**src/verilog/conv_ctrl_consts.vh**
```
// Constants for the simultaneous sampling conversion control block.
// Functional notes
// - Power-save low enters standby or shutdown by range.
// - Standby powers down front ends, keeps reference.
// - Power-down entry acts asynchronously at any time.
// - Common trigger rise holds all four channels.
// - Busy rises at conversion start, bounded duration.
// - Busy falls as results are latched, or on power-down without latching.
// - Falling strobe edges present channels ascending from one.
// - All four channels always converted and read.
// - First-channel flag high on first read only.
// - Strobes high end frame, bus and flag tri-state.
// - Trigger A holds channels 1-2, waits for B.
// - Trigger B holds channels 3-4.
// - Conversion starts after both trigger rising edges.
// - Trigger activity ignored while busy.
// - Read during busy returns previous results.
// - Flag leaves tri-state when chip select falls.
`ifndef CONV_CTRL_CONSTS_VH
`define CONV_CTRL_CONSTS_VH
`define CLK_FREQ_HZ 10000000
`define CONV_TIME_MAX_NS 3000
`define CONV_CYCLES ((`CONV_TIME_MAX_NS * (`CLK_FREQ_HZ / 1000000)) / 1000)
`define DATA_W 16
`define CH_COUNT 4
`define CH_IDX_W 2
`define CONV_CNT_W 8
`define CH_FIRST 2'h0
`define CH_LAST 2'h3
`define DATA_RST 16'h0000
`endif

```
**src/verilog/simultaneous_sample_conv_control.v**
```verilog
// Conversion, power-mode and parallel readout control for a four-channel converter.
`timescale 1ns/1ps
`default_nettype none
`include "conv_ctrl_consts.vh"
module simultaneous_sample_conv_control (
  input wire i_clk,
  input wire i_nrst,
  input wire i_power_save_n,
  input wire i_range,
  input wire i_sample_trigger_a,
  input wire i_sample_trigger_b,
  input wire i_cs_n,
  input wire i_rd_n,
  input wire [`DATA_W-1:0] i_ch1_data,
  input wire [`DATA_W-1:0] i_ch2_data,
  input wire [`DATA_W-1:0] i_ch3_data,
  input wire [`DATA_W-1:0] i_ch4_data,
  output wire o_standby,
  output wire o_shutdown,
  output wire o_front_end_on,
  output wire o_reference_on,
  output wire o_hold_a,
  output wire o_hold_b,
  output reg o_busy,
  output reg [`DATA_W-1:0] o_parallel_out_bus,
  output wire o_parallel_out_bus_oe,
  output reg o_first_channel_flag,
  output wire o_first_channel_flag_oe
);
  localparam [1:0] ST_IDLE = 2'b00;
  localparam [1:0] ST_CONV = 2'b01;
  localparam [1:0] ST_DONE = 2'b10;
  localparam integer CONV_LAST_INT = `CONV_CYCLES - 1;
  localparam [`CONV_CNT_W-1:0] CONV_LAST = CONV_LAST_INT[`CONV_CNT_W-1:0];

  wire pd_async;
  wire trig_a_lvl;
  wire trig_a_rise;
  wire trig_b_lvl;
  wire trig_b_rise;
  wire cs_lvl;
  wire cs_fall;
  wire rd_lvl;
  wire rd_fall;
  wire strobe_fall;
  wire pd_sync;
  wire conv_end;
  reg pd_meta_reg;
  reg pd_sync_reg;
  reg range_meta_reg;
  reg range_sync_reg;
  reg [1:0] state_reg;
  reg hold_a_reg;
  reg hold_b_reg;
  reg [`CONV_CNT_W-1:0] conv_cnt_reg;
  reg [`DATA_W-1:0] sample_mem [0:`CH_COUNT-1];
  reg [`DATA_W-1:0] result_mem [0:`CH_COUNT-1];
  reg [`CH_IDX_W-1:0] ch_idx_reg;
  reg bus_active_reg;
  integer k;

  // Shutdown decode is shared by the mode output and the reference enable.
  function shutdown_sel;
    input power_save_n;
    input range;
    begin
      shutdown_sel = ~power_save_n & ~range;
    end
  endfunction

  // Channel pointer steps upward and wraps from the last channel to the first.
  function [`CH_IDX_W-1:0] next_ch;
    input [`CH_IDX_W-1:0] idx;
    begin
      if (idx == `CH_LAST) begin
        next_ch = `CH_FIRST;
      end else begin
        next_ch = idx + 1'b1;
      end
    end
  endfunction

  // Power-down entry is a pure decode of the pins, so it acts with no clock.
  assign pd_async = ~i_power_save_n;
  assign o_standby = pd_async & i_range;
  assign o_shutdown = shutdown_sel(i_power_save_n, i_range);
  assign o_front_end_on = ~pd_async;
  assign o_reference_on = ~shutdown_sel(i_power_save_n, i_range);
  assign o_hold_a = hold_a_reg;
  assign o_hold_b = hold_b_reg;

  always @(posedge i_clk or negedge i_nrst) begin
    if (!i_nrst) begin
      pd_meta_reg <= 1'b0;
      pd_sync_reg <= 1'b0;
      range_meta_reg <= 1'b0;
      range_sync_reg <= 1'b0;
    end else begin
      pd_meta_reg <= pd_async;
      pd_sync_reg <= pd_meta_reg;
      range_meta_reg <= i_range;
      range_sync_reg <= range_meta_reg;
    end
  end
  assign pd_sync = pd_sync_reg;
  // Last counted cycle of a conversion; busy then spans exactly the maximum conversion time.
  assign conv_end = (state_reg == ST_CONV) && (conv_cnt_reg == CONV_LAST) && !pd_sync;

  edge_sync u_trig_a (
    .i_clk(i_clk),
    .i_nrst(i_nrst),
    .i_rst_level(1'b0),
    .i_async(i_sample_trigger_a),
    .o_level(trig_a_lvl),
    .o_rise(trig_a_rise),
    .o_fall()
  );

  edge_sync u_trig_b (
    .i_clk(i_clk),
    .i_nrst(i_nrst),
    .i_rst_level(1'b0),
    .i_async(i_sample_trigger_b),
    .o_level(trig_b_lvl),
    .o_rise(trig_b_rise),
    .o_fall()
  );

  edge_sync u_cs (
    .i_clk(i_clk),
    .i_nrst(i_nrst),
    .i_rst_level(1'b0),
    .i_async(~i_cs_n),
    .o_level(cs_lvl),
    .o_rise(cs_fall),
    .o_fall()
  );

  edge_sync u_rd (
    .i_clk(i_clk),
    .i_nrst(i_nrst),
    .i_rst_level(1'b0),
    .i_async(~i_rd_n),
    .o_level(rd_lvl),
    .o_rise(rd_fall),
    .o_fall()
  );

  // A read step is a fall of read while select is low, or both falling together.
  assign strobe_fall = rd_fall & (cs_lvl | cs_fall);

  // Sampling and conversion sequencer.
  always @(posedge i_clk or negedge i_nrst) begin
    if (!i_nrst) begin
      state_reg <= ST_IDLE;
      hold_a_reg <= 1'b0;
      hold_b_reg <= 1'b0;
      conv_cnt_reg <= {`CONV_CNT_W{1'b0}};
      o_busy <= 1'b0;
      for (k = 0; k < `CH_COUNT; k = k + 1) begin
        sample_mem[k] <= `DATA_RST;
        result_mem[k] <= `DATA_RST;
      end
    end else if (pd_sync) begin
      state_reg <= ST_IDLE;
      hold_a_reg <= 1'b0;
      hold_b_reg <= 1'b0;
      o_busy <= 1'b0;
      conv_cnt_reg <= {`CONV_CNT_W{1'b0}};
    end else begin
      case (state_reg)
        ST_IDLE: begin
          // With both triggers tied, one rise holds all four channels at once.
          if (trig_a_rise && !hold_a_reg) begin
            hold_a_reg <= 1'b1;
            sample_mem[0] <= i_ch1_data;
            sample_mem[1] <= i_ch2_data;
          end
          if (trig_b_rise && !hold_b_reg) begin
            hold_b_reg <= 1'b1;
            sample_mem[2] <= i_ch3_data;
            sample_mem[3] <= i_ch4_data;
          end
          if ((hold_a_reg | trig_a_rise) & (hold_b_reg | trig_b_rise)) begin
            state_reg <= ST_CONV;
            o_busy <= 1'b1;
            conv_cnt_reg <= {`CONV_CNT_W{1'b0}};
          end
        end
        ST_CONV: begin
          // Trigger edges are not looked at here.
          if (conv_end) begin
            for (k = 0; k < `CH_COUNT; k = k + 1) begin
              result_mem[k] <= sample_mem[k];
            end
            // Busy falls on the edge that loads the results, so its fall marks valid data.
            o_busy <= 1'b0;
            hold_a_reg <= 1'b0;
            hold_b_reg <= 1'b0;
            state_reg <= ST_DONE;
          end else begin
            conv_cnt_reg <= conv_cnt_reg + 1'b1;
          end
        end
        ST_DONE: begin
          // One settling cycle after busy falls; a trigger edge inside it is dropped.
          state_reg <= ST_IDLE;
        end
        default: begin
          state_reg <= ST_IDLE;
        end
      endcase
    end
  end

  // Readout sequencer: results only change on busy falling, so reads in busy see old data.
  // With select and read tied, the strobes rise between channels, so the channel
  // pointer survives those gaps and returns to channel 1 when a conversion ends or after channel 4 is read.
  always @(posedge i_clk or negedge i_nrst) begin
    if (!i_nrst) begin
      ch_idx_reg <= `CH_FIRST;
      bus_active_reg <= 1'b0;
      o_parallel_out_bus <= `DATA_RST;
      o_first_channel_flag <= 1'b0;
    end else begin
      if (!cs_lvl && !rd_lvl) begin
        bus_active_reg <= 1'b0;
        o_first_channel_flag <= 1'b0;
      end else if (cs_fall) begin
        bus_active_reg <= 1'b1;
      end
      if (strobe_fall) begin
        bus_active_reg <= 1'b1;
        o_parallel_out_bus <= result_mem[ch_idx_reg];
        o_first_channel_flag <= (ch_idx_reg == `CH_FIRST);
        ch_idx_reg <= next_ch(ch_idx_reg);
      end
      if (conv_end) begin
        ch_idx_reg <= `CH_FIRST;
      end
    end
  end

  assign o_parallel_out_bus_oe = bus_active_reg;
  assign o_first_channel_flag_oe = bus_active_reg;

  // Trigger levels and range are sampled for completeness of the synchronised view.
  wire unused_ok;
  assign unused_ok = trig_a_lvl & trig_b_lvl & range_sync_reg;
endmodule // simultaneous_sample_conv_control
`default_nettype wire

```
**src/verilog/edge_sync.v**
```verilog
// Two-flop synchroniser with rising and falling edge pulses.
`timescale 1ns/1ps
`default_nettype none
module edge_sync (
  input wire i_clk,
  input wire i_nrst,
  input wire i_rst_level,
  input wire i_async,
  output wire o_level,
  output wire o_rise,
  output wire o_fall
);
  reg meta_reg;
  reg sync_reg;
  reg last_reg;

  always @(posedge i_clk or negedge i_nrst) begin
    if (!i_nrst) begin
      meta_reg <= 1'b0;
      sync_reg <= 1'b0;
      last_reg <= 1'b0;
    end else begin
      meta_reg <= i_async ^ i_rst_level;
      sync_reg <= meta_reg;
      last_reg <= sync_reg;
    end
  end

  // The flops hold the input relative to its idle level, so clearing them on reset never makes a false edge.
  assign o_level = sync_reg ^ i_rst_level;
  assign o_rise = (sync_reg ^ i_rst_level) & ~(last_reg ^ i_rst_level);
  assign o_fall = ~(sync_reg ^ i_rst_level) & (last_reg ^ i_rst_level);
endmodule // edge_sync
`default_nettype wire

```
**config.mk**
```make
export PLATFORM = sky130hd
export DESIGN_NAME = simultaneous_sample_conv_control
export DESIGN_NICKNAME = d
export VERILOG_FILES = /design/src/verilog/simultaneous_sample_conv_control.v /design/src/verilog/edge_sync.v
export VERILOG_INCLUDE_DIRS = /design/src /design/src/verilog
export SDC_FILE = /design/constraint.sdc
export NUM_CORES = 1
export LEC_CHECK = 0
export ABC_AREA = 0
export BUFFER_PORTS_ARGS = -buffer_cell sky130_fd_sc_hd__buf_2
export CAP_MARGIN = 10
export CORE_MARGIN = 2
export CORE_UTILIZATION = 30
export CTS_BUF_LIST = sky130_fd_sc_hd__clkbuf_16
export DETAILED_ROUTE_END_ITERATION = 16
export HOLD_SLACK_MARGIN = 0.06
export PLACE_DENSITY = 0.55
export SETUP_SLACK_MARGIN = 0.1
export SLEW_MARGIN = 20
export SYNTH_ARGS = -nofsm -noshare
export SYNTH_HDL_FRONTEND = slang
export SYNTH_SLANG_ARGS = --single-unit
export TNS_END_PERCENT = 20
```
**constraint.sdc**
```tcl
create_clock -name i_clk -period 2.48 [get_ports i_clk]
set_clock_uncertainty 0.05 [all_clocks]
set_input_delay 0.124 -clock i_clk [delete_from_list [all_inputs] [get_ports i_clk]]
set_output_delay 0.124 -clock i_clk [all_outputs]
set_load 0.01 [all_outputs]
```
# Word level (Yosys, flattened, before mapping)

Index checks and enable logic that the tools add are counted.

$add $sub $neg: 2
Bitwise gates (word level): 22
Eq/ne operators: 8
Mux-type cells: 29
Reductions and logical operators: 24
$lt $le $gt $ge: 1

Operators with widths:

| cell                                                     | count |
|---|---|
| binary-select mux 16 bit (select 2 bit)                  | 1 |
| 2-to-1 mux 16 bit                                        | 2 |
| 2-to-1 mux 8 bit                                         | 3 |
| AND reduction 3 bit                                      | 7 |
| case mux 8 bit (2 select lines)                          | 1 |
| != test 3 bit, second input constant                     | 5 |
| 2-to-1 mux 1 bit                                         | 12 |
| 2-to-1 mux 2 bit                                         | 6 |
| inverter 1 bit                                           | 10 |
| adder 8 x 1 -> 8 bit, second input constant              | 1 |
| AND 1 bit                                                | 8 |
| equality test 8 x 5 -> 1 bit, second input constant      | 1 |
| case mux 1 bit (2 select lines)                          | 3 |
| nonzero test 3 bit                                       | 2 |
| logical AND 1 bit                                        | 5 |
| logical NOT 1 bit                                        | 5 |
| logical NOT 2 bit                                        | 2 |
| case mux 2 bit (2 select lines)                          | 1 |
| nonzero test 2 bit                                       | 2 |
| greater-or-equal comparator 3 bit, second input constant | 1 |
| inverter 2 -> 3 bit                                      | 1 |
| OR 1 bit                                                 | 3 |
| adder 2 x 1 -> 2 bit, second input constant              | 1 |
| equality test 2 x 1 -> 1 bit, second input constant      | 1 |
| 2 further kinds                                          | 2 |

Output and inout port bits: 26
Logic and storage cells: 117
Flip-flop bits (word level): 175
Input bits: 72

# Depth between registers and ports, before layout

Depth after elaboration: 7
Gate-level depth with buffers: 8
Depth with buffers taken out: 6

# By module

A second synthesis with hierarchy kept.

Cells, all modules: 472
Area, all modules: 7255.7 µm²

By module, submodules not included:

| module                           | area an instance (µm²) | cells an instance | sequential area each (µm²) | times used |
|---|---|---|---|---|
| simultaneous_sample_conv_control | 6730.2                 | 432               | 4078.9                     | 1 |
| edge_sync                        | 131.4                  | 10                | 75.1                       | 4 |

# Worst setup path before layout

No wires, ideal clock.

Kind: reg2reg
Start point: register conv_cnt_reg[1]
End point: register result_mem[10] (netlist bit)
Setup time: 0.127 ns
Clock period less this slack: 1.962 ns
Path buffers: 2
Setup slack: 0.518 ns
Data required time: 2.303 ns
Stages on the path, launching flop included: 9
Data arrival time: 1.785 ns
Cell sequence: dfrtp_1 inv_1 ha_1 nor4b_4 nand2_2 nor3_2 buf_4 buf_6 mux2_1

Word-level cells in the longest chain between the ends: 4

Ends and longest elaborated chain:

| element                         | line                                   | text |
|---|---|---|
| from (decl)                     | simultaneous_sample_conv_control.v:55  | `` reg [`CONV_CNT_W-1:0] conv_cnt_reg; `` |
| from (signal assigned)          | simultaneous_sample_conv_control.v:158 | `` conv_cnt_reg <= {`CONV_CNT_W{1'b0}}; `` |
| from (signal assigned)          | simultaneous_sample_conv_control.v:169 | `` conv_cnt_reg <= {`CONV_CNT_W{1'b0}}; `` |
| from (signal assigned)          | simultaneous_sample_conv_control.v:187 | `` conv_cnt_reg <= {`CONV_CNT_W{1'b0}}; `` |
| equality test 8 x 5 -> 1 bit    | simultaneous_sample_conv_control.v:107 | `assign conv_end = (state_reg == ST_CONV) && (conv_cnt_reg == CONV_LAST) && !pd_sync;` |
| logical AND 1 bit (2 in a row)  | simultaneous_sample_conv_control.v:107 |  |
| AND reduction 3 bit (no line)   | -                                      |  |
| to (signal, indexed assignment) | simultaneous_sample_conv_control.v:162 | `` result_mem[k] <= `DATA_RST; `` |
| to (signal, indexed assignment) | simultaneous_sample_conv_control.v:194 | `result_mem[k] <= sample_mem[k];` |
| to (decl)                       | simultaneous_sample_conv_control.v:57  | `` reg [`DATA_W-1:0] result_mem [0:`CH_COUNT-1]; `` |

No other way between the ends.
A chain may end at the register's enable or synchronous reset.

# Worst setup path after layout

Start point: register conv_cnt_reg[1]
End point: register result_mem[51] (netlist bit)

The elaborated chain is that of the path after synthesis.

==> impl_results.md <==
- CP endpoint kind: flip-flop
- Residual antenna-violating net count after detailed routing: 0
- Met3 Use GR: 3.36%
- Buffer levels on the longest clock path: 2
- Aggregate negative setup slack: 0 ns
- Number of vias per cell after detailed routing: 4.44
- # rows: 57
- Initial antenna violation count: 0
- Placement-stage cell area: 0.00828 sq mm
- Global-route wire length before repair: 25.3 mm
- Clock latency of the later-clocked register in the worst-skew pair: 0.42 ns
- Class of the most critical hold timing path: in -> async
- GR Overflow Total: 0
- Avg Cell Area, Syn: 16.1 sq um
- Number of storage elements in the synthesis netlist: 175
- Slowest cell on the critical path: sky130_fd_sc_hd__dfrtp_1
- Gate count after technology mapping: 459
- Register clock-pin slew on the reported worst setup and hold paths: 0.07 ns
- Synth async-reset ratio: 100%
- X dimension of the die: 161 um
- Registers with the most flip-flops: result_mem (64), sample_mem (64), o_parallel_out_bus (16)
- DRC violations left: 0
- Share of the synthesized area in the top cell type: 59.2%
- Count of warnings emitted by yosys: 0
- Number of enable flip-flop cells after synthesis: 0
- Final wirelength: 15.6 mm
- Most instantiated library cell after synthesis: sky130_fd_sc_hd__dfrtp_1
- Worst-path maximum fanout: 21
- Area contributors post-synth: sky130_fd_sc_hd__dfrtp_1 (59%), sky130_fd_sc_hd__mux2_4 (12%), sky130_fd_sc_hd__mux2_2 (8.4%)
- Peak supply drop: 0.342 mV
- Minimum setup slack among reg-to-reg paths: 0.31 ns
- Reg2reg start: conv_cnt_reg[1]$_DFFE_PN0P_
- Drt first-iter violations: 201
- Pwr/cell area: 738 mW/mm^2
- GRT met1 Usage: 16.6%
- Classification of the worst setup path: reg -> reg
- Seq/Total Area, Yosys: 59.2%
- Via Count: 4,322
- Area Growth Syn to Fin: 28.3%
- Final Wtd Congestion: 0.805
- Critical register-to-register path endpoint: result_mem[51]$_DFFE_PN0P_
- Start point of the critical path: conv_cnt_reg[1]$_DFFE_PN0P_
- Most used routing layer: met2
- Grt met2 use: 20.4%
- Final number of hold-violating endpoints: 0
- Top_reg_cell synth: sky130_fd_sc_hd__dfrtp_1
- Combined area of all synthesized cells: 0.00740 sq mm
- Final instance area: 0.00950 sq mm
- Outcome: finished, final reports clean
- Number of nets at the end of the flow: 712
- Slew at the pin closest to its max-slew limit: 0.731 ns
- Net count after synthesis: 535
- Synth cell count leaders: sky130_fd_sc_hd__dfrtp_1 (175), sky130_fd_sc_hd__mux2_4 (60), sky130_fd_sc_hd__mux2_2 (55)
- Cell type with the largest total area after synthesis: sky130_fd_sc_hd__dfrtp_1
- Critical path cell sequence: inv_1, ha_1, nor4b_4, nand2_2, nor3_4, buf_4, mux2_2
- Share of the clock period used by the worst path after layout: 87.6%
- Antenna diode count: 0
- Number of failing setup endpoints in the final timing report: 0
- Total Die Area: 0.0260 sq mm
- R2r worst-path depth: 7
- Core box area: 0.0242 sq mm
- Max Fclk: 0.461 GHz
- Max-cap check violation count: 0
- Worst Setup Start Kind: flip-flop
- Number of sinks on the clock net: 175
- Arrival @ worst endpoint: 2.43 ns
- Total routing resource utilization after global routing: 12.7%
- Endpoint required time on the critical path: 2.74 ns
- Detailed Place HPWL: 10.2 mm
- Leakage power summed over all cells: 4.69 nW
- Effective utilization at floorplan: 30.5%
- Total iterations of the first detailed-routing run: 4
- Delay of the slowest cell on the worst path: 0.42 ns
- H-tree depth: 4
- Number of buffers inserted during clock tree synthesis: 17
- Vias in the first global route: 4,626
- Pin count of the biggest net entering global routing: 58
- Minimum clock period: 2.17 ns
- Input/output buffers: 97
- Number of distinct library cells after synthesis: 38
- Slew Viols, Final: 0
- Rel. slew slack: 51.3%
- Die Y-Extent: 161 um
- Clock tree from TritonCTS: built
- Root buffer selected by CTS: sky130_fd_sc_hd__clkbuf_16
- RSZ-0062 raised after global routing: false
- Destination of the critical timing path: result_mem[51]$_DFFE_PN0P_
- Total I/O pin count: 98
- Wirelength per Cell: 16.0 um
- Layout cells sized above 1: 43.3%
- Fillers: 2,290
[kinds of logic (layout without fill, tap and decap cells)]
kind of cell    after synthesis  in the layout  synth area share, %
fa+ha+maj                     4              4                0.676
flops                       175            175                 59.2
simple gates                 50             50                 4.17
xor+xnor                      3              3                0.355
compound gates               28             28                 2.25
mux                         164            164                 30.4
buf+inv                      35            225                 3.03
[metal layers]
metal | vias up | wire length, um
met2 | 95 | 7350
met4 | 0 | 298
met1 | 2207 | 7330
met3 | 22 | 626
met5 | - | 0
li1 | 1998 | -
[stage by stage]
| step | utilization [%] | cells | total power [mW] | setup slack [ns] | hold slack (ns) |
|---|---|---|---|---|---|
| after floorplan | - | 459 | 4.20 | 0.518 | -0.222 |
| after global placement | 34.1 | 871 | 4.54 | 0.383 | 0.0825 |
| after detailed placement | 34.1 | 871 | 4.57 | 0.304 | 0.0937 |
| after CTS | 39.2 | 973 | 7.12 | 0.292 | 0.193 |
| after global routing | 39.2 | 973 | 7.36 | 0.162 | 0.206 |
| final | 39.2 | 973 | 7.01 | 0.309 | 0.184 |
[worst max-delay path, delay by kind of cell (launching register included)]
kind	cells	cell delay, ns
fa+ha+maj	1	0.16
buf+inv	2	0.43
flops	1	0.42
mux	1	0.38
simple gates	3	0.61
[cell usage in the layout (no fill, tap or decap), types with 4 or more instances in the layout]
cell / netlist / routed
sky130_fd_sc_hd__dfrtp_1: 175 / 174
sky130_fd_sc_hd__buf_2: 5 / 96
sky130_fd_sc_hd__dlygate4sd3_1: 0 / 70
sky130_fd_sc_hd__mux2_4: 60 / 60
sky130_fd_sc_hd__mux2_2: 55 / 55
sky130_fd_sc_hd__mux2_1: 30 / 30
sky130_fd_sc_hd__clkbuf_16: 0 / 17
sky130_fd_sc_hd__mux4_2: 16 / 16
sky130_fd_sc_hd__inv_1: 11 / 13
sky130_fd_sc_hd__buf_4: 5 / 12
sky130_fd_sc_hd__o21ai_0: 11 / 11
sky130_fd_sc_hd__a21oi_1: 9 / 9
sky130_fd_sc_hd__nor2b_1: 7 / 7
sky130_fd_sc_hd__nor2_1: 7 / 7
sky130_fd_sc_hd__nand3_1: 6 / 6
sky130_fd_sc_hd__nand2_1: 6 / 6
sky130_fd_sc_hd__nand2b_1: 4 / 4
sky130_fd_sc_hd__nand3b_1: 4 / 4
sky130_fd_sc_hd__ha_1: 4 / 4
[worst min path at each step]
stage	startpoint	end	slack, ns	depth (start not counted)
after floorplan	i_nrst	ch_idx_reg[0]$_DFFE_PN0P_	-0.22	0
after global placement	i_nrst	sample_mem[4]$_DFFE_PN0P_	0.08	1
after detailed placement	i_nrst	sample_mem[20]$_DFFE_PN0P_	0.09	1
after CTS	i_nrst	sample_mem[20]$_DFFE_PN0P_	0.19	2
after global routing	i_nrst	sample_mem[20]$_DFFE_PN0P_	0.21	2
final	i_nrst	sample_mem[20]$_DFFE_PN0P_	0.18	2
[area by class of cell]
type / instances / area [sq um] / area share [%]
clock buffer: 17 / 425 / 4.48
clock inverter: 15 / 97.6 / 1.03
inverter: 11 / 41.3 / 0.435
multi-input combinational: 249 / 2810 / 29.6
sequential: 175 / 4380 / 46.1
tap: 324 / 405 / 4.27
timing repair buffer: 182 / 1340 / 14.1
[repair_timing]
item,CTS,global route
buffers inserted,0,0
endpoints found under the setup margin,0,0
hold endpoints to repair,122,0
hold buffers,70,0
gates resized for setup,0,0
[where the power goes]
part | internal, mW | switching [mW]
clock network | 1.28 | 1.16
logic | 0.700 | 0.364
registers | 3.22 | 0.292
Note: power is estimated with default switching activity, not from simulation.
